$ cat src/pkg/dcwd_regs.svh
`ifndef DCWD_REGS_SVH
`define DCWD_REGS_SVH

// ==========================================================
// word layout
`define DCWD_ADDR_HI 15
`define DCWD_ADDR_LO 14
`define DCWD_ADDR_CTRL 2'h0
`define DCWD_ADDR_FREQ_A 2'h1
`define DCWD_ADDR_FREQ_B 2'h2
`define DCWD_ADDR_PHASE 2'h3

// ==========================================================
// control field positions
`define DCWD_BIT_FULL_WORD 13
`define DCWD_BIT_HALF_UPPER 12
`define DCWD_BIT_FREQ_SEL 11
`define DCWD_BIT_PHASE_SEL 10
`define DCWD_BIT_PIN_OR_SW 9
`define DCWD_BIT_RESET 8
`define DCWD_BIT_CLOCK_GATE 7
`define DCWD_BIT_DAC_DOWN 6
`define DCWD_BIT_PHASE_BANK 13

// ==========================================================
// widths, reset values, timing
`define DCWD_CTRL_W 14
`define DCWD_HALF_W 14
`define DCWD_FREQ_W 28
`define DCWD_PHASE_W 12
`define DCWD_CTRL_RESET 14'h0000
`define DCWD_PIN_LATENCY 8

`endif

$ cat src/pkg/dcwd_pkg.sv
package dcwd_pkg;

  // full-word load sequencing
  typedef enum logic [0:0] {
    dcwd_st_idle = 1'b0,
    dcwd_st_have_low = 1'b1
  } dcwd_load_state_t;

  typedef logic [1:0] dcwd_addr_t;

endpackage

$ cat src/dcwd_control_word_decoder.sv
`include "dcwd_regs.svh"
`timescale 1ns/100ps
`default_nettype none

module dcwd_control_word_decoder #(
  parameter int PIN_LATENCY = `DCWD_PIN_LATENCY
) (
  // clock and reset
  input wire logic clk_sys,
  input wire logic nrst,
  // deserialised 16-bit words, same clock domain
  input wire logic word_valid,
  input wire logic [15:0] word_data,
  // asynchronous control pins
  input wire logic freq_select_pin,
  input wire logic phase_select_pin,
  input wire logic reset_pin,
  input wire logic sleep_pin,
  // register contents
  output logic [`DCWD_CTRL_W-1:0] waveform_control_word,
  output logic [`DCWD_FREQ_W-1:0] freq_word_a,
  output logic [`DCWD_FREQ_W-1:0] freq_word_b,
  output logic [`DCWD_PHASE_W-1:0] phase_offset_a,
  output logic [`DCWD_PHASE_W-1:0] phase_offset_b,
  // datapath controls
  output logic [`DCWD_FREQ_W-1:0] freq_inc,
  output logic [`DCWD_PHASE_W-1:0] phase_add,
  output logic [`DCWD_PHASE_W-1:0] phase_out,
  output logic accum_clk_en,
  output logic dac_power_down,
  output logic core_reset
);

  // ==========================================================
  // word decode
  function automatic logic [`DCWD_FREQ_W-1:0] merge_half(
    input logic [`DCWD_FREQ_W-1:0] old_word,
    input logic [`DCWD_HALF_W-1:0] half,
    input logic upper
  );
    logic [`DCWD_FREQ_W-1:0] res;
    res = old_word;
    if (upper) begin
      res[`DCWD_FREQ_W-1:`DCWD_HALF_W] = half;
    end else begin
      res[`DCWD_HALF_W-1:0] = half;
    end
    return res;
  endfunction

  dcwd_pkg::dcwd_addr_t addr;
  logic freq_wr;
  logic freq_idx;
  logic [`DCWD_HALF_W-1:0] wr_half;

  assign addr = word_data[`DCWD_ADDR_HI:`DCWD_ADDR_LO];
  assign freq_wr = word_valid && (addr == `DCWD_ADDR_FREQ_A || addr == `DCWD_ADDR_FREQ_B);
  assign freq_idx = addr[1];
  assign wr_half = word_data[`DCWD_HALF_W-1:0];

  // ==========================================================
  // control word
  logic [`DCWD_CTRL_W-1:0] ctrl_r;

  always_ff @(posedge clk_sys) begin
    if (!nrst) begin
      ctrl_r <= `DCWD_CTRL_RESET;
    end else if (word_valid && addr == `DCWD_ADDR_CTRL) begin
      ctrl_r <= word_data[`DCWD_CTRL_W-1:0];
    end
  end

  logic full_mode;
  logic pin_mode;
  assign full_mode = ctrl_r[`DCWD_BIT_FULL_WORD];
  assign pin_mode = ctrl_r[`DCWD_BIT_PIN_OR_SW];

  // ==========================================================
  // frequency registers
  logic [`DCWD_FREQ_W-1:0] freq_r [2];
  logic [`DCWD_HALF_W-1:0] low_hold_r;
  dcwd_pkg::dcwd_load_state_t load_st_r;

  // a full-word pair is not address-checked; second word's address wins
  always_ff @(posedge clk_sys) begin
    if (!nrst) begin
      load_st_r <= dcwd_pkg::dcwd_st_idle;
      low_hold_r <= 14'h0000;
    end else if (!full_mode) begin
      load_st_r <= dcwd_pkg::dcwd_st_idle;
    end else if (freq_wr) begin
      case (load_st_r)
        dcwd_pkg::dcwd_st_idle: begin
          low_hold_r <= wr_half;
          load_st_r <= dcwd_pkg::dcwd_st_have_low;
        end
        dcwd_pkg::dcwd_st_have_low: begin
          load_st_r <= dcwd_pkg::dcwd_st_idle;
        end
        default: begin
          load_st_r <= dcwd_pkg::dcwd_st_idle;
        end
      endcase
    end
  end

  always_ff @(posedge clk_sys) begin
    if (!nrst) begin
      freq_r[0] <= 28'h0000000;
      freq_r[1] <= 28'h0000000;
    end else if (freq_wr) begin
      if (full_mode) begin
        // half-select is not consulted here
        if (load_st_r == dcwd_pkg::dcwd_st_have_low) begin
          freq_r[freq_idx] <= {wr_half, low_hold_r};
        end
      end else begin
        freq_r[freq_idx] <= merge_half(freq_r[freq_idx], wr_half,
                                       ctrl_r[`DCWD_BIT_HALF_UPPER]);
      end
    end
  end

  // ==========================================================
  // phase registers
  logic [`DCWD_PHASE_W-1:0] phase_r [2];

  always_ff @(posedge clk_sys) begin
    if (!nrst) begin
      phase_r[0] <= 12'h000;
      phase_r[1] <= 12'h000;
    end else if (word_valid && addr == `DCWD_ADDR_PHASE) begin
      phase_r[word_data[`DCWD_BIT_PHASE_BANK]] <= word_data[`DCWD_PHASE_W-1:0];
    end
  end

  // ==========================================================
  // pin synchronisers and select latency
  // the first two stages are the synchroniser; the rest make up the latency
  logic [PIN_LATENCY-2:0] freq_bank_select_pipe_r;
  logic [PIN_LATENCY-2:0] psel_pipe_r;
  logic [1:0] rst_sync_r;
  logic [1:0] sleep_sync_r;

  always_ff @(posedge clk_sys) begin
    if (!nrst) begin
      freq_bank_select_pipe_r <= '0;
      psel_pipe_r <= '0;
    end else begin
      freq_bank_select_pipe_r <= {freq_bank_select_pipe_r[PIN_LATENCY-3:0], freq_select_pin};
      psel_pipe_r <= {psel_pipe_r[PIN_LATENCY-3:0], phase_select_pin};
    end
  end

  always_ff @(posedge clk_sys) begin
    if (!nrst) begin
      rst_sync_r <= 2'h0;
      sleep_sync_r <= 2'h0;
    end else begin
      rst_sync_r <= {rst_sync_r[0], reset_pin};
      sleep_sync_r <= {sleep_sync_r[0], sleep_pin};
    end
  end

  // ==========================================================
  // source selection
  logic freq_bank_select_eff;
  logic psel_eff;
  logic reset_eff;
  logic sleep_eff;

  always_comb begin
    if (pin_mode) begin
      freq_bank_select_eff = freq_bank_select_pipe_r[PIN_LATENCY-2];
      psel_eff = psel_pipe_r[PIN_LATENCY-2];
      reset_eff = rst_sync_r[1];
      sleep_eff = sleep_sync_r[1];
    end else begin
      freq_bank_select_eff = ctrl_r[`DCWD_BIT_FREQ_SEL];
      psel_eff = ctrl_r[`DCWD_BIT_PHASE_SEL];
      reset_eff = ctrl_r[`DCWD_BIT_RESET];
      sleep_eff = ctrl_r[`DCWD_BIT_DAC_DOWN];
    end
  end

  logic [`DCWD_FREQ_W-1:0] freq_inc_r;
  logic [`DCWD_PHASE_W-1:0] phase_add_r;
  logic core_reset_r;
  logic dac_down_r;
  logic clk_en_r;

  always_ff @(posedge clk_sys) begin
    if (!nrst) begin
      freq_inc_r <= 28'h0000000;
      phase_add_r <= 12'h000;
    end else begin
      freq_inc_r <= freq_r[freq_bank_select_eff];
      phase_add_r <= phase_r[psel_eff];
    end
  end

  always_ff @(posedge clk_sys) begin
    if (!nrst) begin
      core_reset_r <= 1'b0;
      dac_down_r <= 1'b0;
      clk_en_r <= 1'b1;
    end else begin
      core_reset_r <= reset_eff;
      dac_down_r <= sleep_eff;
      clk_en_r <= !ctrl_r[`DCWD_BIT_CLOCK_GATE];
    end
  end

  // ==========================================================
  // phase accumulator
  // gating is a clock enable, so no edge is ever suppressed on the tree
  logic [`DCWD_FREQ_W-1:0] acc_r;
  logic [`DCWD_PHASE_W-1:0] phase_out_r;

  always_ff @(posedge clk_sys) begin
    if (!nrst) begin
      acc_r <= 28'h0000000;
      phase_out_r <= 12'h000;
    end else if (core_reset_r) begin
      acc_r <= 28'h0000000;
      phase_out_r <= 12'h000;
    end else if (clk_en_r) begin
      acc_r <= acc_r + freq_inc_r;
      phase_out_r <= acc_r[`DCWD_FREQ_W-1:`DCWD_FREQ_W-`DCWD_PHASE_W] + phase_add_r;
    end
  end

  // ==========================================================
  // outputs
  assign waveform_control_word = ctrl_r;
  assign freq_word_a = freq_r[0];
  assign freq_word_b = freq_r[1];
  assign phase_offset_a = phase_r[0];
  assign phase_offset_b = phase_r[1];
  assign freq_inc = freq_inc_r;
  assign phase_add = phase_add_r;
  assign phase_out = phase_out_r;
  assign accum_clk_en = clk_en_r;
  assign dac_power_down = dac_down_r;
  assign core_reset = core_reset_r;
endmodule

`default_nettype wire

$ cat config.mk
export PLATFORM = sky130hd
export DESIGN_NAME = dcwd_control_word_decoder
export DESIGN_NICKNAME = d
export VERILOG_FILES = /design/src/pkg/dcwd_pkg.sv /design/src/dcwd_control_word_decoder.sv
export VERILOG_INCLUDE_DIRS = /design/src /design/src/pkg
export SDC_FILE = /design/constraint.sdc
export NUM_CORES = 1
export LEC_CHECK = 0
export ABC_AREA = 1
export BUFFER_PORTS_ARGS = -buffer_cell sky130_fd_sc_hd__buf_2
export CAP_MARGIN = 30
export CORE_AREA = 8 8 148 150
export DETAILED_ROUTE_END_ITERATION = 12
export DIE_AREA = 0 0 156 158
export MAX_ROUTING_LAYER = met4
export PLACE_DENSITY_LB_ADDON = 0.3
export SYNTH_ARGS = -nofsm -noshare
export SYNTH_HDL_FRONTEND = slang
export SYNTH_SLANG_ARGS = --single-unit
$ cat constraint.sdc
create_clock -name clk_sys -period 2.45 [get_ports clk_sys]
set_input_delay 0.1225 -clock clk_sys [delete_from_list [all_inputs] [get_ports clk_sys]]
set_output_delay 0.1225 -clock clk_sys [all_outputs]
set_load 0.005 [all_outputs]
==> results of run 1 <==
[where the power goes]
part / total [W] / leakage [nW] / switching (W) / internal [W]
sequential: 0.00403 / 1.88 / 0.000177 / 0.00385
combinational: 0.00121 / 4.20 / 0.000757 / 0.000454
clock: 0.00317 / 0.330 / 0.00133 / 0.00184
total: 0.00841 / 6.41 / 0.00227 / 0.00615
[path summary, 6_finish.rpt]
path                       start                        to  slack [ns]  cells after the start
setup / recovery       acc_r[16]              phase_out[8]        0.43                     10
hold / removal      word_data[4]  waveform_control_word[4]        0.02                      3
setup reg to reg       acc_r[16]              phase_out[8]        0.43                     10
hold reg to reg   psel_pipe_r[1]            psel_pipe_r[2]        0.40                      2
[metrics by stage]
step / instance area [um^2] / instances
3_5_place_dp: 11200 / 1719
3_3_place_gp: 11200 / 1719
2_1_floorplan: 10100 / 1302
6_report: 12000 / 1767
5_1_grt: 12000 / 1767
4_1_cts: 12000 / 1767
[critical path, delay by kind of cell (launching register included)]
kind	cells	cell delay [ns]
fa+ha+maj	2	0.70
simple gates	3	0.21
buf+inv	1	0.04
flops	1	0.35
compound gates	4	0.62
[synth_stat cells (11+ instances only)]
cell type	number	area, um^2
nand2_1	262	983
inv_1	219	822
nor2_1	209	785
dfxtp_1	130	2600
a21oi_1	115	576
o21ai_0	94	470
edfxtp_1	80	2400
nand3_1	46	230
ha_1	40	500
clkbuf_1	24	90.1
xor2_1	17	149
buf_2	13	65.1
nand4_1	11	68.8
[layer usage]
layer	wire length, um	GRT usage [%]	vias to the layer above
li1	-	-	4472
met1	12000	28.8	4087
met3	1940	3.93	62
met2	13900	40.0	317
met4	812	7.30	0
met5	0	-	-
[flip-flops by register name, indices dropped and copies added, names as in the netlist]
signal	flops
waveform_control_word	14
core_reset	1
phase_r	24
freq_r	56
psel_pipe_r	7
accum_clk_en	1
acc_r	28
load_st_r	1
low_hold_r	14
freq_bank_select_pipe_r	7
phase_out	12
rst_sync_r	2
phase_add	12
sleep_sync_r	2
dac_power_down	1
freq_inc	28
[final cells by class]
class / instances / share of cell area [%]
flip-flops and latches: 210 / 41.7
multi-input cells: 827 / 33.9
repair buffers: 199 / 9.04
inverters: 221 / 6.91
clock buffers: 34 / 5.13
well taps: 270 / 2.81
clock inverters: 6 / 0.573
[kinds of logic (layout without fill, tap and decap cells)]
| group | Yosys count | in the layout |
|---|---|---|
| buffers and inverters | 265 | 460 |
| adder cells (fa/ha/maj) | 42 | 42 |
| AND/OR/NAND/NOR | 544 | 544 |
| XOR/XNOR | 21 | 21 |
| AO/OA/AOI/OAI | 218 | 218 |
| flip-flops | 210 | 210 |
| multiplexers | 2 | 2 |
==> summary.md, run 1 <==
| Metric | Value |
|---|---|
| Worst slew pin tran | between 0.7 and 0.8 ns |
| Port Buf Inserts | ~170 |
| Multiplexer share of the synthesized area | less than 1% |
| Clk slew on worst S/H paths | around 0.07 ns |
| Worst skew pair latency | 0.52 ns |
| Vias per cell | 5.06 |
| Ys Warns | 0 |
| Commonest cells after routing, fill and taps aside | 262 x nand2_1, 219 x inv_1, 209 x nor2_1 |
| CP Launch Type | flip-flop |
| Power density over the cells | about 700 nW/um^2 |
| Place WS | about 0.46 ns |
| Relative slew slack | between 40% and 50% |
| Max Cap Viol | 0 |
| First-pass GRT wire length | ~45000 um |
| Post-synth EDFFs | 80 |
| Initial antenna violation count | 0 |
| Worst setup EP type | flip-flop |
| I/O pin count | ~170 |
| Hold WC Path Type | input pin to flip-flop |
| Number of diodes | 0 |
| DIE WIDTH | about 160 um |
| Total GRT Usage | 23.7% |
| Largest net degree at the start of global routing | 38 |
| Final period util | between 80% and 90% |
| Root Buffer Master | clkbuf_16 |
| Post-route ant nets | 0 |
| Cell Area, Synth | between 10000 and 15000 um^2 |
| CTS tree | done |
| Area growth from synthesis to layout | 18.9% |
| Core Box Area | between 15000 and 20000 um^2 |
| Setup TNS | 0 ns |
| Prevailing post-synth register cell | dfxtp_1 |
| Largest family of logic cells by synthesized area | simple AND/OR/NAND/NOR gates |
| TritonCTS Sinks | 210 |
| Post-synthesis cell count | around 1300 |
| Power Total | approximately 0.0084 W |
| Total grt overflow | 0 |
| Vias in the first global route | roughly 8400 |
| Crit Path Category | flip-flop to flip-flop |
| Synth unique cells | 33 |
| Post-synth ARST share | 0% |
| Row cnt | 52 |
| Inserted Clock Buffers | 22 |
| RSZ-0062 raised after global routing | false |
| HPWL after detailed placement | between 20000 and 25000 um |
| Die ar. | around 25000 um^2 |
| Final Critical Period | between 2 and 2.5 ns |
| Commonest non-fill, non-tap cell in the layout | nand2_1 |
| Final hold violation count | 0 |
| Drt first-iter violations | 765 |
| Utilization after layout | about three fifths |
| Top cell by count, worst path | nand2_1 |
| Initial DRT Pass Iterations | 6 |
| # hold bufs at CTS | 8 |
| Compound-Gate Fraction of Synth Area | between 10% and 20% |
| IR drop worst, VDD | ~530 uV |
| Htree depth | 1 |
| Fillers | 1748 |
| Post-Synth XOR/XNOR Area | around 1.8% |
| Final WS setup | about 0.43 ns |
| Final #Nets | between 1500 and 2000 |
| Mean Syn Cell Area | 7.76 um^2 |
| Crit Path Max Fanout | 4 |
| Max Clk Rate | a little under 0.5 GHz |
| Post-synthesis sequential area ratio | 49.5% |
| Syn_nets | approximately 1400 |
| CP Data Required Time | approximately 2.9 ns |
| Fin. max-slew vios | 0 |
| Cell Chain, Critical Path | ha_1 > fa_1 > a21oi_1 > o21ai_0 > nand2_1 > nand2_1 > a21oi_1 > o21ai_0 > nand2_1 > inv_1 |
| Die Y | approximately 160 um |
| RePlAce Congestion | around 1.0 |
| WL/cell | ~16 um |
| Clk buf depth | 3 |
| Initial Utilization | ~50% |
| Via Count | a little under 9000 |
| CTS-repair resized insts | 0 |
| FF+latch count, synth | 210 |
| CP peak stage delay | 0.47 ns |
| Share of layout cells above drive strength 1 | 15.5% |
| Simple-gate area share of the yosys netlist | a little over a fifth |
| Clock skew | between 0.02 and 0.03 ns |
| Multi-input gate area | 4070 um^2 |
| Post-CTS setup buffer count | 0 |
| Number of remaining DRC errors | 0 |
| Outcome | finished, final reports clean |
| Synth Area in Adders | under 10% |
| WL final | 28600 um |
| Crit-path slowest cell | fa_1 |
| CP Data Arrival Time | about 2.4 ns |
| Lkg Pwr | ~6.4 nW |
| WHS | approximately 0.022 ns |
| Register area | 5010 um^2 |
| Final setup viols | 0 |
Power figures use the tool's default switching activity.
==> inputs of run 2 (changes only) <==
--- a/config.mk
+++ b/config.mk
@@ -6,12 +6,12 @@
 export SDC_FILE = /design/constraint.sdc
 export NUM_CORES = 1
 export LEC_CHECK = 0
-export ABC_AREA = 1
+export ABC_AREA = 0
 export BUFFER_PORTS_ARGS = -buffer_cell sky130_fd_sc_hd__buf_2
 export CAP_MARGIN = 30
-export CORE_AREA = 8 8 148 150
+export CORE_AREA = 8 8 145 147
 export DETAILED_ROUTE_END_ITERATION = 12
-export DIE_AREA = 0 0 156 158
+export DIE_AREA = 0 0 153 155
 export MAX_ROUTING_LAYER = met4
 export PLACE_DENSITY_LB_ADDON = 0.3
 export SYNTH_ARGS = -nofsm -noshare
==> constraint.sdc (replaced) <==
create_clock -name clk_sys -period 2.1 [get_ports clk_sys]
set_input_delay 0.105 -clock clk_sys [delete_from_list [all_inputs] [get_ports clk_sys]]
set_output_delay 0.105 -clock clk_sys [all_outputs]
set_load 0.005 [all_outputs]
==> run 2 against run 1 <==
The run now ends with negative setup slack left. Routed wire length increased by 5.4%. Flip-flop and latch count unchanged. Sequential power increased by 16%. Final area increased by 10%. Clock power increased by 24%. Global-route usage increased by 1.6 points. Cell count decreased by 13%. Combinational power increased by 44%. First-iteration DRC count decreased by 26%.
==> summary.md, run 2 <==
| Metric | Value |
|---|---|
| Outcome | finished, violations left |
| Violated checks | negative setup slack |
| Largest net degree at the start of global routing | 61 (+61%) |
| Fin. max-slew vios | 0 (unchanged) |
| Initial antenna violation count | 0 (unchanged) |
| Number of remaining DRC errors | 0 (unchanged) |
| Cell Area, Synth | 9700 um^2 (-4.0%) |
| Clk buf depth | 3 (unchanged) |
| Initial Utilization | 51.2% (-0.052 points) |
| Kind of cell adding the most delay to the critical path | compound AO/OA/AOI/OAI gates |
| Mean Syn Cell Area | 9.96 um^2 (+28%) |
| Prevailing post-synth register cell | dfxtp_1 |
| Post-route ant nets | 0 (unchanged) |
| Hold WC Path Type | input pin to flip-flop |
| Final #Nets | 1339 (-13%) |
| Commonest non-fill, non-tap cell in the layout | buf_2 |
| Power density over the cells | 780 nW/um^2 (+11%) |
| Hold Startpoint | nrst |
| Post-synth EDFFs | 80 (unchanged) |
| Cells taking the most area after synthesis | dfxtp_1 27%, edfxtp_1 25%, nand2_1 6.8% |
| Via Count | 8389 (-6.1%) |
| Synth unique cells | 62 (+88%) |
| CTS tree | done |
| Biggest register | freq_r |
| Post-synthesis cell count | 974 (-25%) |
| Final setup viols | 12 (+12) |
| Met2 WL post-DR | 14900 um (+7.1%) |
| Port Buf Inserts | 171 (unchanged) |
| Drt first-iter violations | 564 (-26%) |
| FF+latch count, synth | 210 (unchanged) |
| FF-to-FF setup slack | -0.18 ns (-0.61 ns) |
| Place WS | -0.277 ns (-0.733 ns) |
| Clk slew on worst S/H paths | 0.07 ns (about the same) |
| Root Buffer Master | clkbuf_16 |
| Post-synth ARST share | 0% (unchanged) |
| Worst setup EP type | flip-flop |
| WHS | 0.104 ns (+0.0819 ns) |
| Max Cap Viol | 0 (unchanged) |
| Max Clk Rate | 0.439 GHz (-11%) |
| Relative slew slack | 50.4% (+1.6 points) |
| Core Box Area | 19000 um^2 (-3.9%) |
| Share of layout cells above drive strength 1 | 35.2% (+20 points) |
| Total grt overflow | 0 (unchanged) |
| Initial DRT Pass Iterations | 7 (+1) |
| Final hold violation count | 0 (unchanged) |
| Crit Path Category | flip-flop to flip-flop |
| Commonest cells after routing, fill and taps aside | 171 x buf_2, 169 x nand2_1, 125 x buf_4 |
| Final WS setup | -0.177 ns (-0.607 ns) |
| Vias per cell | 5.49 (+8.5%) |
| Ys Warns | 0 (unchanged) |
| DIE WIDTH | 153 um (-1.9%) |
| Htree depth | 1 (unchanged) |
| Post-synthesis sequential area ratio | 51.6% (+2.0 points) |
| Top sig layer | met4 |
| RePlAce Congestion | 0.918 (-7.9%) |
| Reg2Reg Depth | 9 (-1) |
| Buf/Inv on CP | 0 (-1) |
| CP Launch Type | flip-flop |
| IR drop worst, VDD | 749 uV (+42%) |
| Final Critical Period | 2.28 ns (+0.257 ns) |
| Lkg Pwr | 5.86 nW (-8.5%) |
| Area growth from synthesis to layout | 36.6% |
| Crit Path Max Fanout | 3 (-1) |
| Cell Chain, Critical Path | ha_4 > fa_2 > a21oi_2 > o21a_1 > o211ai_1 > a2bb2oi_2 > nor3_2 > or3_1 > a32o_1 |
| CP Data Required Time | 2.50 ns (-0.37 ns) |
| M1 WL | 12700 um (+6.1%) |
| Reg2reg start | freq_inc[0] |
| Worst slew pin tran | 0.744 ns (-0.0231 ns) |
| Met3 wire len | 1840 um (-5.3%) |
| Worst skew pair latency | 0.51 ns (about the same) |
| HPWL after detailed placement | 21800 um (-0.67%) |
| Worst hold path stage count | 3 (unchanged) |
| End of the worst hold path | accum_clk_en |
| Number of diodes | 0 (unchanged) |
| Synth area leader | dfxtp_1 |
| Row cnt | 51 (-1.9%) |
| RSZ-0062 raised after global routing | true |
| Clock skew | 0.0117 ns (-0.0149 ns) |
| Total GRT Usage | 25.3% (+1.6 points) |
| Vias in the first global route | 8491 (+1.3%) |
| Crit-path slowest cell | or3_1 |
| TritonCTS Sinks | 210 (unchanged) |
| Yosys top cell area share | 26.8% (+1.1 points) |
| FF-to-FF End | acc_r[24] |
| Die ar. | 23700 um^2 (-3.8%) |
| Max reg flops | 56 (unchanged) |
| CP peak stage delay | 0.35 ns (-0.12 ns) |
| Final period util | 108% (+26 points) |
| Top cells by count, synth | 176 x nand2_1, 130 x dfxtp_1, 82 x nor2_1, 80 x edfxtp_1, 69 x a21boi_0 |
| Inserted Clock Buffers | 23 (+4.5%) |
| WL final | 30100 um (+5.4%) |
| CP Data Arrival Time | 2.67 ns (+0.23 ns) |
| WL/cell | 19.7 um (+22%) |
| Syn_nets | 1039 (-24%) |
| First-pass GRT wire length | 46600 um (+3.8%) |
| I/O pin count | 172 (unchanged) |
| Die Y | 155 um (-1.9%) |
| Top-count cell post-synth | nand2_1 |
-- run 2: cell types whose count changed in the layout (fill, tap and decap cells not counted), sizes merged, moves of 12 or more --
cell,change
nor2,-127
and2,+42
a211oi,+14
and3,+27
a21o,+12
inv,-207
nand2,-89
buf,+112
o21ai,-63
nand3,-30
mux2i,+30
a21oi,-79
a21boi,+69
xnor2,+14
-- run 2: power breakdown --
| part | internal (W) | switching, W |
|---|---|---|
| logic | 0.000847 | 0.000893 |
| clock network | 0.00230 | 0.00164 |
| registers | 0.00447 | 0.000194 |
-- run 2: timing repair --
action,4_1_cts,5_1_grt
resized for setup,59,46
endpoints found under the setup margin,16,20
gates cloned,0,0
buffers inserted,7,8
pin swaps,34,33
endpoints found under the hold margin,32,0
hold buffers,18,0
-- run 2: routing by layer --
metal | track usage (%) | vias to the layer above
met1 | 30.8 | 4029
li1 | - | 4033
met2 | 42.7 | 278
met4 | 8.11 | 0
met3 | 4.30 | 49
met5 | - | -
-- run 2: cell type report --
class                   count  area [um^2]
fillers                  1385         5700
multi-input cells         705         5070
flip-flops and latches    210         5040
repair buffers            321         2060
clock buffers              32          651
well taps                 238          298
clock inverters            10         90.1
inverters                  13         48.8
-- run 2: worst max path at each step --
stage                    end           from  cells after the start
6_report           acc_r[24]    freq_inc[0]                      9
5_1_grt            acc_r[24]    freq_inc[0]                      9
4_1_cts            acc_r[24]    freq_inc[0]                      9
3_5_place_dp       acc_r[25]    freq_inc[1]                      8
3_3_place_gp       acc_r[24]      acc_r[17]                      8
2_1_floorplan  freq_r[0][14]  word_data[15]                      5
-- run 2: stage by stage --
| step | power, W | setup TNS, ns | cell area, um^2 | utilization (%) | std cells |
|---|---|---|---|---|---|
| after global routing | 0.0107 | -2.50 | 13300 | 69.9 | 1529 |
| after detailed placement | 0.00623 | -2.01 | 11700 | 61.6 | 1457 |
| after CTS | 0.0102 | -0.727 | 12900 | 68.2 | 1521 |
| after floorplan | 0.00550 | -6.85 | 9790 | - | 974 |
| after global placement | 0.00621 | -1.37 | 11700 | 61.6 | 1457 |
| final | 0.0103 | -1.06 | 13300 | 69.9 | 1529 |
-- run 2: worst reg2reg max path: cells and delay by family (launching register included) --
family,cells,cell delay (ns)
AO/OA/AOI/OAI,5,0.91
adder cells (fa/ha/maj),2,0.50
flip-flops,1,0.33
AND/OR/NAND/NOR,2,0.43
-- run 2: kinds of logic (layout without fill, tap and decap cells) --
logic type,count (synthesis),count (layout),share of synthesized area [%]
xor gates and xnor gates,26,26,2.35
AOI/OAI and AO/OA,212,212,16.1
adders and majority gates,42,42,5.57
DFF,210,210,51.6
and+or+nand+nor,391,391,18.4
muxes,34,34,3.53
buffers and inverters,59,376,2.49
